===== src/verilog/psled_pkg.sv =====
// Constants shared by the PHY status LED driver
package psled_pkg;
    // Reference clock rate in MHz
    localparam int unsigned clock_mhz = 50;
    // Number of shared strap/LED pins and address width
    localparam int unsigned strap_width = 5;
    // Strap pin positions within the shared bus
    localparam int unsigned pin_duplex = 0;
    localparam int unsigned pin_collision = 1;
    localparam int unsigned pin_good_link = 2;
    localparam int unsigned pin_transmit = 3;
    localparam int unsigned pin_receive = 4;
    // Reset value of the captured PHY address
    localparam logic [4:0] phy_address_reset = 5'h00;
    // Cycles after reset release before the synchronised straps are taken
    localparam logic [1:0] strap_settle_cycles = 2'h2;
    // Mode flops before the first resolve: 100 Mb/s, half duplex
    localparam logic speed_reset = 1'b1;
    localparam logic duplex_reset = 1'b0;
    // Register map of the control/status port (word index = byte address / 4)
    localparam logic [7:0] addr_phy_control = 8'h00;
    localparam logic [7:0] addr_config = 8'h04;
    localparam logic [7:0] addr_status = 8'h08;
    // Field positions in the config register
    localparam int unsigned cfg_force_bit = 0;
    localparam int unsigned cfg_speed_bit = 1;
    localparam int unsigned cfg_duplex_bit = 2;
    localparam logic [31:0] config_reset = 32'h00000003;
    // Media signalling mode
    typedef enum logic [0:0] {
        psled_media_10 = 1'b0,
        psled_media_100 = 1'b1
    } psled_media_t;
    // Output state: drives stay off during reset and the strap read, then LED function
    typedef enum logic [0:0] {
        psled_strap_phase = 1'b0,
        psled_led_phase = 1'b1
    } psled_phase_t;
endpackage

===== src/verilog/psled_driver.sv =====
// PHY status LED driver with shared strap capture
`timescale 1ns/1ps
module psled_driver (
    // Clock, reset and enable
    input wire logic clock,
    input wire logic reset,
    input wire logic clock_enable,
    // Internal link state, same clock domain
    input wire logic link_up,
    input wire logic autoneg_done,
    input wire logic autoneg_speed_100,
    input wire logic autoneg_full_duplex,
    input wire logic collision_seen,
    input wire logic transmit_active,
    input wire logic receive_active,
    // Register port
    input wire logic [7:0] reg_address,
    input wire logic [31:0] reg_write_data,
    input wire logic reg_write,
    input wire logic reg_read,
    output logic [31:0] reg_read_data,
    // Shared strap/LED pins: input, output, output enable
    input wire logic [4:0] phy_address_strap,
    output logic duplex_indicator,
    output logic collision_indicator,
    output logic good_link_indicator,
    output logic transmit_activity_indicator,
    output logic receive_activity_indicator,
    output logic [4:0] strap_pin_enable,
    // Dedicated speed LED and media mode
    output logic link_speed_indicator,
    output logic media_speed_100
);
    // Synchronised strap levels and the captured address
    logic [4:0] strap_meta;
    logic [4:0] strap_sync;
    logic [4:0] phy_control_register;
    // Capture sequencing after reset release
    logic [1:0] settle_count;
    logic settle_done;
    logic strap_captured;
    psled_pkg::psled_phase_t phase;
    // Software configuration and decoded write strobes
    logic [31:0] config_reg;
    logic forced_mode;
    logic write_phy_control;
    logic write_config;
    // Resolved operating mode and its next values
    logic speed_100;
    logic full_duplex;
    logic next_speed_100;
    logic next_full_duplex;
    // Register read path
    logic [31:0] status_word;
    logic [31:0] next_read_data;

    // Address match on a strobe; reused by every write decode
    function automatic logic psled_hit(input logic strobe, input logic [7:0] address, input logic [7:0] target);
        psled_hit = strobe && (address == target);
    endfunction

    // Duplex LED term, shared by the LED flop and the status word
    function automatic logic psled_duplex_on(input logic link, input logic full);
        psled_duplex_on = link && full;
    endfunction

    // Collision term: masked in full duplex, where no collision can occur
    function automatic logic psled_collision_on(input logic collision, input logic full);
        psled_collision_on = collision && !full;
    endfunction

    // Each pin passes two flops; the first stage feeds only the second
    // Reset clears both stages, so no stale level can reach the capture
    for (genvar g = 0; g < psled_pkg::strap_width; g++) begin : g_strap_sync
        always_ff @(posedge clock or posedge reset) begin
            if (reset) begin
                strap_meta[g] <= 1'b0;
                strap_sync[g] <= 1'b0;
            end else if (clock_enable) begin
                strap_meta[g] <= phy_address_strap[g];
                strap_sync[g] <= strap_meta[g];
            end
        end
    end

    // Settle counter: both synchroniser stages must hold pin levels first
    // It stops at its end point, so the capture condition below stays true
    always_ff @(posedge clock or posedge reset) begin
        if (reset) begin
            settle_count <= 2'h0;
        end else if (clock_enable && !settle_done) begin
            settle_count <= settle_count + 2'h1;
        end
    end

    // Synchronised straps are settled once the counter reaches its end
    assign settle_done = (settle_count == psled_pkg::strap_settle_cycles);

    // Capture flag: set once, cleared only by reset
    always_ff @(posedge clock or posedge reset) begin
        if (reset) begin
            strap_captured <= 1'b0;
        end else if (clock_enable && settle_done) begin
            strap_captured <= 1'b1;
        end
    end

    // Output phase: pins stay inputs while the board straps are read
    always_ff @(posedge clock or posedge reset) begin
        if (reset) begin
            phase <= psled_pkg::psled_strap_phase;
        end else if (clock_enable && settle_done) begin
            phase <= psled_pkg::psled_led_phase;
        end
    end

    // Address register: strap level once after reset, software writes after that
    // A write that lands on the capture edge loses, so the strap always wins
    always_ff @(posedge clock or posedge reset) begin
        if (reset) begin
            phy_control_register <= psled_pkg::phy_address_reset;
        end else if (clock_enable) begin
            if (settle_done && !strap_captured) begin
                phy_control_register <= strap_sync;
            end else if (write_phy_control && strap_captured) begin
                phy_control_register <= reg_write_data[4:0];
            end
        end
    end

    // Write strobes decoded once for both writable registers
    assign write_phy_control = psled_hit(reg_write, reg_address, psled_pkg::addr_phy_control);
    assign write_config = psled_hit(reg_write, reg_address, psled_pkg::addr_config);

    // Configuration register: force enable, forced speed, forced duplex
    always_ff @(posedge clock or posedge reset) begin
        if (reset) begin
            config_reg <= psled_pkg::config_reset;
        end else if (clock_enable && write_config) begin
            config_reg <= {29'h0, reg_write_data[2:0]};
        end
    end

    // Forced setting overrides any negotiation outcome
    assign forced_mode = config_reg[psled_pkg::cfg_force_bit];

    // Speed choice: forced setting first, then a finished negotiation, else hold
    always_comb begin
        next_speed_100 = speed_100;
        if (forced_mode) begin
            next_speed_100 = config_reg[psled_pkg::cfg_speed_bit];
        end else if (autoneg_done) begin
            next_speed_100 = autoneg_speed_100;
        end
    end

    // Duplex choice, same priority as the speed choice
    always_comb begin
        next_full_duplex = full_duplex;
        if (forced_mode) begin
            next_full_duplex = config_reg[psled_pkg::cfg_duplex_bit];
        end else if (autoneg_done) begin
            next_full_duplex = autoneg_full_duplex;
        end
    end

    // Speed register, on the single reference clock like all other state
    always_ff @(posedge clock or posedge reset) begin
        if (reset) begin
            speed_100 <= psled_pkg::speed_reset;
        end else if (clock_enable) begin
            speed_100 <= next_speed_100;
        end
    end

    // Duplex register
    always_ff @(posedge clock or posedge reset) begin
        if (reset) begin
            full_duplex <= psled_pkg::duplex_reset;
        end else if (clock_enable) begin
            full_duplex <= next_full_duplex;
        end
    end

    // Duplex LED: needs a live link as well as full duplex
    always_ff @(posedge clock or posedge reset) begin
        if (reset) begin
            duplex_indicator <= 1'b0;
        end else if (clock_enable) begin
            duplex_indicator <= psled_duplex_on(link_up, full_duplex);
        end
    end

    // Collision LED: half duplex only
    always_ff @(posedge clock or posedge reset) begin
        if (reset) begin
            collision_indicator <= 1'b0;
        end else if (clock_enable) begin
            collision_indicator <= psled_collision_on(collision_seen, full_duplex);
        end
    end

    // Good-link LED: same at either speed
    always_ff @(posedge clock or posedge reset) begin
        if (reset) begin
            good_link_indicator <= 1'b0;
        end else if (clock_enable) begin
            good_link_indicator <= link_up;
        end
    end

    // Transmit LED follows transmit activity with one cycle of lag
    always_ff @(posedge clock or posedge reset) begin
        if (reset) begin
            transmit_activity_indicator <= 1'b0;
        end else if (clock_enable) begin
            transmit_activity_indicator <= transmit_active;
        end
    end

    // Receive LED follows receive activity with one cycle of lag
    always_ff @(posedge clock or posedge reset) begin
        if (reset) begin
            receive_activity_indicator <= 1'b0;
        end else if (clock_enable) begin
            receive_activity_indicator <= receive_active;
        end
    end

    // Speed LED and media mode share one source, so they agree after the first enabled edge; in reset the LED is 0 and the mode is 1
    always_ff @(posedge clock or posedge reset) begin
        if (reset) begin
            link_speed_indicator <= 1'b0;
        end else if (clock_enable) begin
            link_speed_indicator <= speed_100;
        end
    end

    // Media signalling mode for the transmit and receive paths
    always_ff @(posedge clock or posedge reset) begin
        if (reset) begin
            media_speed_100 <= psled_pkg::speed_reset;
        end else if (clock_enable) begin
            media_speed_100 <= speed_100;
        end
    end

    // Each shared pin drives only in the LED phase, so resistors never fight it
    for (genvar p = 0; p < psled_pkg::strap_width; p++) begin : g_pin_enable
        always_comb begin
            case (phase)
                psled_pkg::psled_strap_phase: strap_pin_enable[p] = 1'b0;
                psled_pkg::psled_led_phase: strap_pin_enable[p] = 1'b1;
                default: strap_pin_enable[p] = 1'b0;
            endcase
        end
    end

    // Status word: capture flag, link, mode, raw collision and the duplex LED term, upper bits zero
    assign status_word = {
        26'h0,
        strap_captured,
        link_up,
        full_duplex,
        speed_100,
        collision_seen,
        psled_duplex_on(link_up, full_duplex)
    };

    // Read mux: only a read strobe selects a word, otherwise the bus reads zero
    always_comb begin
        next_read_data = 32'h00000000;
        if (reg_read) begin
            case (reg_address)
                psled_pkg::addr_phy_control: next_read_data = {27'h0, phy_control_register};
                psled_pkg::addr_config: next_read_data = config_reg;
                psled_pkg::addr_status: next_read_data = status_word;
                default: next_read_data = 32'h00000000;
            endcase
        end
    end

    // Read data register: the word stands for the one cycle after the strobe
    // Software must take it then; the next cycle shows zero again
    always_ff @(posedge clock or posedge reset) begin
        if (reset) begin
            reg_read_data <= 32'h00000000;
        end else if (clock_enable) begin
            reg_read_data <= next_read_data;
        end
    end
endmodule


===== config.mk =====
export PLATFORM = sky130hd
export DESIGN_NAME = psled_driver
export DESIGN_NICKNAME = d
export VERILOG_FILES = /design/src/verilog/psled_pkg.sv /design/src/verilog/psled_driver.sv
export SDC_FILE = /design/constraint.sdc
export NUM_CORES = 1
export LEC_CHECK = 0
export BUFFER_PORTS_ARGS = -buffer_cell sky130_fd_sc_hd__buf_2
export CORE_UTILIZATION = 40
export CTS_CLUSTER_DIAMETER = 40
export DETAILED_ROUTE_END_ITERATION = 10
export PLACE_DENSITY = 0.84
export SYNTH_ARGS = -nofsm -noshare
export SYNTH_HDL_FRONTEND = slang
export SYNTH_SLANG_ARGS = --single-unit

===== constraint.sdc =====
create_clock -name clock -period 1.48 [get_ports clock]
set_input_delay 0.148 -clock clock [delete_from_list [all_inputs] [get_ports clock]]
set_output_delay 0.148 -clock clock [all_outputs]
set_load 0.01 [all_outputs]

==> results of run 1 <==
-- critical path, stage by stage --
cell,delay (ps)
buf_6,90
or4_4,560
or4b_4,510
o21ai_4,180
o221a_2,210
-- area by class of cell --
cell class	count	area share [%]
sequential	36	41.4
multi-input combinational	108	35.1
timing repair buffer	58	14.9
clock buffer	7	3.95
tap	52	2.98
inverter	7	1.20
clock inverter	1	0.343
-- final timing paths --
kind | startpoint | end | slack [ps] | cells past startpoint
worst max-delay path | reg_address[1] | phy_control_register[3] | 20 | 5
worst min-delay path | phy_address_strap[3] | strap_meta[3] | 80 | 2
worst max register to register | settle_count[0] | phy_control_register[3] | 80 | 6
worst min register to register | media_speed_100 | media_speed_100 | 470 | 2
max in group asynchronous | reset | media_speed_100 | 630 | 4
min in group asynchronous | reset | phase | 510 | 4
-- kinds of logic after synthesis --
group / Yosys count / share of synthesized area (%)
adder cells (fa/ha/maj): 1 / 0.677
AO/OA/AOI/OAI: 29 / 12.7
other: 1 / 0.203
AND/OR/NAND/NOR: 30 / 9.28
buffers and inverters: 44 / 15.2
flip-flops: 36 / 49.0
multiplexers: 21 / 12.5
XOR/XNOR: 1 / 0.474
-- placed cells by master, fill, tap and decap left out, types with 2 or more instances in the layout --
master | netlist | final
a22oi_1 | 2 | 2
a31oi_1 | 2 | 2
buf_2 | 0 | 46
buf_4 | 31 | 10
clkbuf_8 | 0 | 6
conb_1 | 1 | 26
dfrtp_1 | 32 | 32
dfstp_2 | 4 | 4
inv_1 | 7 | 7
mux2_2 | 16 | 16
mux2i_1 | 5 | 5
nand2_1 | 10 | 10
nand3_1 | 2 | 2
nor2_1 | 3 | 3
nor2b_1 | 3 | 3
o211a_1 | 3 | 3
o211ai_1 | 2 | 2
o21ai_0 | 8 | 8
o221a_1 | 2 | 2
o221a_2 | 2 | 2
o2bb2ai_1 | 3 | 3
or2_2 | 4 | 4
-- layer usage --
metal	global-route usage [%]	vias up	share of wire, %
met1	19.1	619	43
met4	7.56	0	2.3
met3	4.47	8	5.8
li1	-	617	-
met5	0	-	0
met2	25.0	55	49
-- power groups by stage --
| stage | clock [mW] | sequential, mW | combinational, mW |
|---|---|---|---|
| 2_1_floorplan | 0 | 1.27 | 0.380 |
| 3_3_place_gp | 0 | 1.27 | 0.467 |
| 3_5_place_dp | 0 | 1.28 | 0.489 |
| 4_1_cts | 0.742 | 1.26 | 0.497 |
| 5_1_grt | 0.787 | 1.28 | 0.552 |
| 6_report | 0.717 | 1.26 | 0.495 |
-- per-stage QoR --
stage               setup WS [ps]  util [%]
floorplan                    -113         -
global placement             -257      46.8
detailed placement           -279      46.8
CTS                          10.4      49.2
global route                -18.9      49.9
finish                       16.3      49.9
-- repair_timing --
action / 4_1_cts / 5_1_grt
endpoints found under the setup margin: 0 / 5
setup buffers: 0 / 2
endpoints found under the hold margin: 32 / 0
hold buffers: 1 / 0
gates resized for setup: 0 / 2
==> key figures, run 1 <==
Synthesis
  – Top-count cell post-synth: dfrtp_1
  – Sequential area share after synthesis: 49.0%
  – Syn Inst Count: 163
  – Most frequent cells after synthesis: dfrtp_1 (32), buf_4 (31), mux2_2 (16)
  – Post-synth top area cell: dfrtp_1
  – Synth top area cells: dfrtp_1 (43%), buf_4 (13%), mux2_2 (9.7%)
  – Ys async rst share: 100%
  – Most used flip-flop cell after synthesis: dfrtp_1
  – Synth Area per Inst: ~11 um2
  – YS warnings: 0
  – EDFF count, synth: 0
  – #FFs+latches synth: 36
  – Synth top area share: between 40 and 50%
  – Post-Syn Area: between 1500 and 2000 um2
  – Synth unique cells: 36

Clock network
  – Clock sinks: 36
  – CTS Buffer Depth: 2
  – CTS tree: done
  – Clk_lat worst skew: 290 ps
  – Num CTS Buffers: 5
  – Clk pin slew, worst setup/hold paths: about 70 ps
  – H-tree depth: 2
  – CTS root buf: clkbuf_8

Pwr
  – Int Pwr: 1.79 mW
  – Total Power: 2.48 mW
  – Pwr/cell area: around 1100 nW/um2
  – Clock share of power: between 20% and 30%
  – Logic gate share of total power: 20.0%
  – VDD IR-drop max: 0.682 mV
  – Leakage: 1.08 nW
  – Switching power total: 0.681 mW
  – Switch share: 27.5%
  – Flop pwr share: between 50% and 60%

Timing
  – Hold Vio Cnt, Final: 0
  – Setup TNS Final: 0 ps
  – Tcrit/Tclk final: 98.9%
  – F_max: 683 MHz
  – Setup violators final: 0
  – Period minus WS final: 1460 ps
  – Hold_ws: 85.0 ps
  – Clock Skew: 8.17 ps
  – Max Slew Vio Count: 0

Route
  – Vias post-DR: 1299
  – DRC viols: 0
  – Wirelength per Cell: 13.3 um
  – Routed wire length: 3.59 mm
  – Number of vias per cell: 4.83
  – Number of DRC markers in iteration 0: 56
  – Number of routed nets with antenna violations: 0
  – First-pass DRT Iterations: 4

Floorplanning
  – Die width: between 60 and 70 um
  – Placeable Area: 4380 um2
  – I/O Pins: 101
  – Die Area: 4900 um2
  – Die H: 70.0 um
  – Row cnt: 24
  – Initial Util: 42.2%

Global route
  – First-pass GRT wire length: 5.86 mm
  – Initial antenna violation count: 0
  – Total congestion overflow: 0
  – Largest net degree at the start of global routing: 37
  – Vias in the first global route: 1238
  – GRT Util Overall: 15.5%

Finish
  – NumNets Final: 274
  – Final cell count without fillers: 269
  – Max FFs per register: 6
  – Sequential Area: 906 um2
  – # diodes: 0
  – Synth-to-Final Area Change: 18.3%
  – Largest reg by FF count: reg_read_data
  – Number of fill cells: 402
  – Area occupied by multi-input gates: between 700 and 800 um2
  – Final Cell Area: approximately 2200 um2
  – Layout cells sized above 1: 44.2%

Worst setup path
  – Crit path kind: primary input to flop
  – Crit-path max FO: 4
  – CP Launch Type: primary input
  – Critical Path End Type: flop
  – Required @ worst endpoint: 1710 ps
  – Worst EP arrival: 1700 ps

Hold path
  – Hold Path Class: primary input to flop

Placed design
  – Area after DPL: 2050 um2
  – IO Port Bufs: 47
  – Detailed placement HPWL: 2.69 mm
  – Routability cong.: 0.813
  – Placed cells: 258

Run
  – Count of max-cap constraint violations: 0

Run status
  – Outcome: finished, final reports clean
No activity file was read; power rests on OpenSTA's default activity.
==> run 2, diff against run 1 <==
CTS_BUF_LIST = sky130_fd_sc_hd__clkbuf_2   (was not set)
==> run 2 against run 1 <==
Sequential share of layout area down 1.0 points. Critical path depth up 1. Power down 11%. Clock skew up 17 ps. Clock power down 38%. Global-route usage up 0.17 points. Maximum frequency up 3.8%. Combinational power up 4.0%. Die area unchanged. First-iteration DRC count down 32%. Largest cell class unchanged. Largest power group unchanged.
==> key figures, run 2 (synthesis results as in run 1) <==
Placed design
  – Detailed placement HPWL: 2.69 mm
  – Placed cells: 258
  – Place WS: -279 ps
  – Routability cong.: 0.813
  – IO Port Bufs: 47

Timing
  – Max Slew Vio Count: 0
  – Setup TNS Final: 0 ps
  – Hold Vio Cnt, Final: 0
  – PnR worst setup slack: 70.4 ps
  – Setup violators final: 0
  – F_max: 709 MHz
  – Period minus WS final: between 1000 and 1500 ps
  – Tcrit/Tclk final: 95.2%
  – Clock Skew: 25.2 ps

Finish
  – Synth-to-Final Area Change: 21.2%
  – Commonest non-fill, non-tap cell in the layout: buf_2
  – Most frequent cells in the layout: buf_2 (47), dfrtp_1 (32), conb_1 (26), mux2_2 (16), dlygate4sd3_1 (13)
  – Layout Utilization: roughly half
  – Final cell count without fillers: 281
  – Max FFs per register: 6
  – Largest reg by FF count: reg_read_data
  – NumNets Final: about 290
  – Number of fill cells: 396
  – Layout cells sized above 1: 41.5%
  – # diodes: 0

Global route
  – Total congestion overflow: 0
  – Largest net degree at the start of global routing: 37
  – Initial antenna violation count: 0
  – First-pass GRT wire length: 6.00 mm
  – Vias in the first global route: 1325
  – GRT Util Overall: 15.7%

Route
  – DRC viols: 0
  – Vias post-DR: 1355
  – Routed wire length: between 3 and 4 mm
  – Number of DRC markers in iteration 0: 38
  – Wirelength per Cell: 12.8 um
  – Number of vias per cell: about 4.8
  – Number of routed nets with antenna violations: 0
  – First-pass DRT Iterations: 5

Clock network
  – CTS root buf: clkbuf_2
  – Clock sinks: 36
  – Post-CTS sizing: 0
  – CTS Buffer Depth: 2
  – CTS tree: done
  – Clk_lat worst skew: around 380 ps
  – Clk pin slew, worst setup/hold paths: 190 ps
  – Num CTS Buffers: 5
  – H-tree depth: 2

Pwr
  – VDD IR-drop max: between 0.5 and 0.6 mV
  – Total Power: roughly 2.2 mW
  – Pwr/cell area: between 900 and 1000 nW/um2
  – Leakage: 1.11 nW

Worst setup path
  – R2R Path Start: settle_count[0]
  – Required @ worst endpoint: approximately 1800 ps
  – Reg-to-Reg End: phy_control_register[3]
  – CP max stage delay: 410 ps
  – R2r setup slk: 70 ps
  – Worst R2R Path Depth: 6
  – Critical Path End Type: flop
  – Crit-path max FO: 6
  – Worst EP arrival: approximately 1700 ps
  – CP Launch Type: flop
  – CP startpoint: settle_count[0]
  – Worst path slowest cell: dfrtp_1
  – Crit path kind: flop to flop
  – Crit path capture: phy_control_register[3]
  – Critical-path cell list: inv_1 -> ha_1 -> nand3b_1 -> buf_4 -> o21ai_4 -> o221a_2

Floorplanning
  – Die Area: 4900 um2
  – Die H: about 70 um
  – Initial Util: roughly 42%
  – Placeable Area: 4380 um2
  – Row cnt: 24
  – I/O Pins: 101
  – Die width: 70.0 um

Run
  – Count of max-cap constraint violations: 0

Hold path
  – Hold Path Class: primary input to flop

Run status
  – Outcome: finished, final reports clean
## run 2: worst max-delay path, delay by kind of cell, from the launching register on
kind,cells,cell delay [ps]
AO/OA/AOI/OAI,2,310
adder cells (fa/ha/maj),1,210
buffers and inverters,2,210
AND/OR/NAND/NOR,1,190
flip-flops,1,410
## run 2: metrics by stage
step | hold slack, ps | area, um2
finish | 38.0 | 2240
global placement | 261 | 2050
floorplan | 276 | 1950
global route | 6.84 | 2240
CTS | 4.57 | 2200
detailed placement | 277 | 2050
## run 2: power by group
part / switching, mW / internal (mW)
clock network: 0.323 / 0.118
registers: 0.0997 / 1.16
logic: 0.241 / 0.274
## run 2: metal layers
| metal | wire length (um) | GRT usage [%] |
|---|---|---|
| met1 | 1550 | 18.7 |
| met2 | 1780 | 26.2 |
| met3 | 195 | 5.19 |
| met4 | 69 | 6.22 |
| met5 | 0 | 0 |
## run 2: how the worst min path moves through the flow
| stage | startpoint | endpoint | cells past startpoint |
|---|---|---|---|
| global placement | reset | transmit_activity_indicator | 3 |
| global route | reg_write_data[4] | phy_control_register[4] | 2 |
| floorplan | collision_seen | collision_indicator | 1 |
| finish | autoneg_full_duplex | full_duplex | 3 |
| CTS | reg_write_data[2] | config_reg[2] | 2 |
| detailed placement | reset | transmit_activity_indicator | 3 |
## run 2: cell type report
type	instances	area, um2	area share [%]
timing repair buffer	70	440	19.7
clock inverter	2	11.3	0.503
clock buffer	6	30.0	1.34
inverter	7	26.3	1.17
sequential	36	906	40.4
multi-input combinational	108	761	34.0
tap	52	65.1	2.91
## run 2: timing repair
action,4_1_cts,5_1_grt
setup endpoints to repair,0,4
endpoints found under the hold margin,42,2
hold buffers,11,2
buffers inserted,0,2
==> run 3, diff against run 2 <==
PLACE_DENSITY = 0.77   (was 0.84)
==> run 3 against run 2 <==
Cell count down 0.36%. Highest routed layer unchanged. Critical endpoint is now phy_control_register[4]. Clock-buffer cell count up 1. Routed wire length down 2.3%. Register-to-register slack improved by 20 ps. Critical path depth unchanged. Largest power group unchanged. Power is 0.24% higher. Flip-flop and latch count did not move. Via count down 2.5%. Sequential share of layout area increased by 0.27 points. Clock power shrank 2%.
==> key figures, run 3 (synthesis results as in run 1) <==
Timing
  – PnR worst setup slack: just under 90 ps
  – Max Slew Vio Count: 0
  – Period minus WS final: between 1000 and 1500 ps
  – Tcrit/Tclk final: 94.1%
  – Setup TNS Final: 0 ps
  – Clock Skew: about 12 ps
  – F_max: 718 MHz
  – Setup violators final: 0
  – Unrepaired setup endpoints after global routing: false
  – Hold Vio Cnt, Final: 0

Finish
  – Layout cells sized above 1: around 42%
  – Synth-to-Final Area Change: 20.4%
  – Final Cell Area: 2220 um2
  – NumNets Final: 285
  – Largest reg by FF count: reg_read_data
  – Most frequent cells in the layout: buf_2 (47), dfrtp_1 (32), conb_1 (26), mux2_2 (16)
  – Max FFs per register: 6
  – # diodes: 0
  – Final cell count without fillers: 280
  – Commonest non-fill, non-tap cell in the layout: buf_2

Hold path
  – Hold Startpoint: autoneg_full_duplex
  – Hold Crit Depth: 3
  – Hold Path Class: primary input to flop
  – Hold Path End: full_duplex

Placed design
  – IO Port Bufs: 47
  – Area after DPL: 2060 um2
  – Routability cong.: 0.823
  – Placed cells: 259
  – Detailed placement HPWL: 2.58 mm
  – Place WS: -289 ps

Worst setup path
  – R2R Path Start: settle_count[0]
  – CP Launch Type: flop
  – Crit path kind: flop to flop
  – CP delay by family, top: flip-flops
  – Required @ worst endpoint: roughly 1700 ps
  – Critical Path End Type: flop
  – Critical-path cell list: inv_1 -> ha_1 -> nand3b_1 -> buf_4 -> o21ai_4 -> o221a_1
  – Worst path slowest cell: dfrtp_1
  – Bufs and invs on worst path: 2
  – CP max stage delay: 380 ps
  – Worst EP arrival: roughly 1700 ps
  – Worst R2R Path Depth: 6
  – R2r setup slk: between 80 and 90 ps
  – Crit-path max FO: 7
  – Reg-to-Reg End: phy_control_register[4]

Run status
  – Outcome: finished, final reports clean

Floorplanning
  – Placeable Area: between 4000 and 5000 um2
  – Die H: about 70 um
  – Die Area: 4900 um2
  – Die width: 70.0 um
  – Initial Util: 42.2%
  – Row cnt: 24
  – I/O Pins: 101

Global route
  – Largest net degree at the start of global routing: 37
  – Initial antenna violation count: 0
  – First-pass GRT wire length: 5.62 mm
  – GRT Util Overall: 14.9%
  – Total congestion overflow: 0
  – Vias in the first global route: 1241

Pwr
  – Total Power: approximately 2.2 mW
  – VDD IR-drop max: between 0.5 and 0.6 mV
  – Leakage: between 1 and 1.5 nW
  – Pwr/cell area: 998 nW/um2

Route
  – First-pass DRT Iterations: 4
  – Vias post-DR: 1321
  – Number of vias per cell: ~4.7
  – Number of DRC markers in iteration 0: 31
  – DRC viols: 0
  – Number of routed nets with antenna violations: 0
  – Routed wire length: 3.51 mm
  – Wirelength per Cell: 12.5 um

Clock network
  – CTS root buf: clkbuf_2
  – Clock sinks: 36
  – CTS tree: done
  – H-tree depth: 2
  – Clk_lat worst skew: 370 ps
  – Num CTS Buffers: 5
  – CTS Buffer Depth: 2
  – Clk pin slew, worst setup/hold paths: about 170 ps

Run
  – Count of max-cap constraint violations: 0
-- run 3: cell count changes in the layout (fill, tap and decap cells not counted), sizes merged --
| cell | before | now |
|---|---|---|
| clkinvlp | 1 | 0 |
| buf | 57 | 58 |
| dlygate4sd3 | 13 | 11 |
| clkbuf | 6 | 7 |
-- run 3: timing repair --
action                                  CTS  global route
resized for setup                         0             0
hold buffers                             10             1
endpoints found under the setup margin    0             4
setup buffers                             0             2
endpoints found under the hold margin    41             1
-- run 3: worst max path at each step --
stage                          startpoint                 endpoint  cells after the start
after CTS                 settle_count[0]  phy_control_register[4]                      5
after detailed placement   reg_address[1]  phy_control_register[4]                      5
after global routing      settle_count[0]  phy_control_register[4]                      5
after global placement     reg_address[1]  phy_control_register[1]                      5
after floorplan            reg_address[1]  phy_control_register[1]                      4
final                     settle_count[0]  phy_control_register[4]                      6
-- run 3: per-stage QoR --
stage,util (%),hold WS (ps)
global placement,47.0,263
global route,50.7,9.03
detailed placement,47.0,276
floorplan,-,276
CTS,50.2,9.05
finish,50.7,47.7
-- run 3: area by class of cell --
| cell class | instances | area [um2] |
|---|---|---|
| fillers | 399 | 2160 |
| inverters | 7 | 26.3 |
| repair buffers | 69 | 428 |
| flip-flops and latches | 36 | 906 |
| well taps | 52 | 65.1 |
| clock inverters | 1 | 3.75 |
| multi-input cells | 108 | 761 |
| clock buffers | 7 | 35.0 |
-- run 3: report_power, final --
| group | internal, mW | switching (mW) |
|---|---|---|
| combinational | 0.287 | 0.244 |
| sequential | 1.16 | 0.0981 |
| clock | 0.127 | 0.306 |
| total | 1.57 | 0.648 |
-- run 3: worst min-delay path: stages --
cell and delay, ps:
buf_2 70, a22oi_1 50, o21ai_0 130
-- run 3: per-layer routing --
| layer | part of all wire (%) | GRT usage, % | up-vias |
|---|---|---|---|
| met5 | 0 | 0 | - |
| li1 | - | - | 645 |
| met2 | 52 | 25.1 | 50 |
| met3 | 5.3 | 4.47 | 4 |
| met4 | 1.1 | 6.00 | 0 |
| met1 | 42 | 17.6 | 622 |
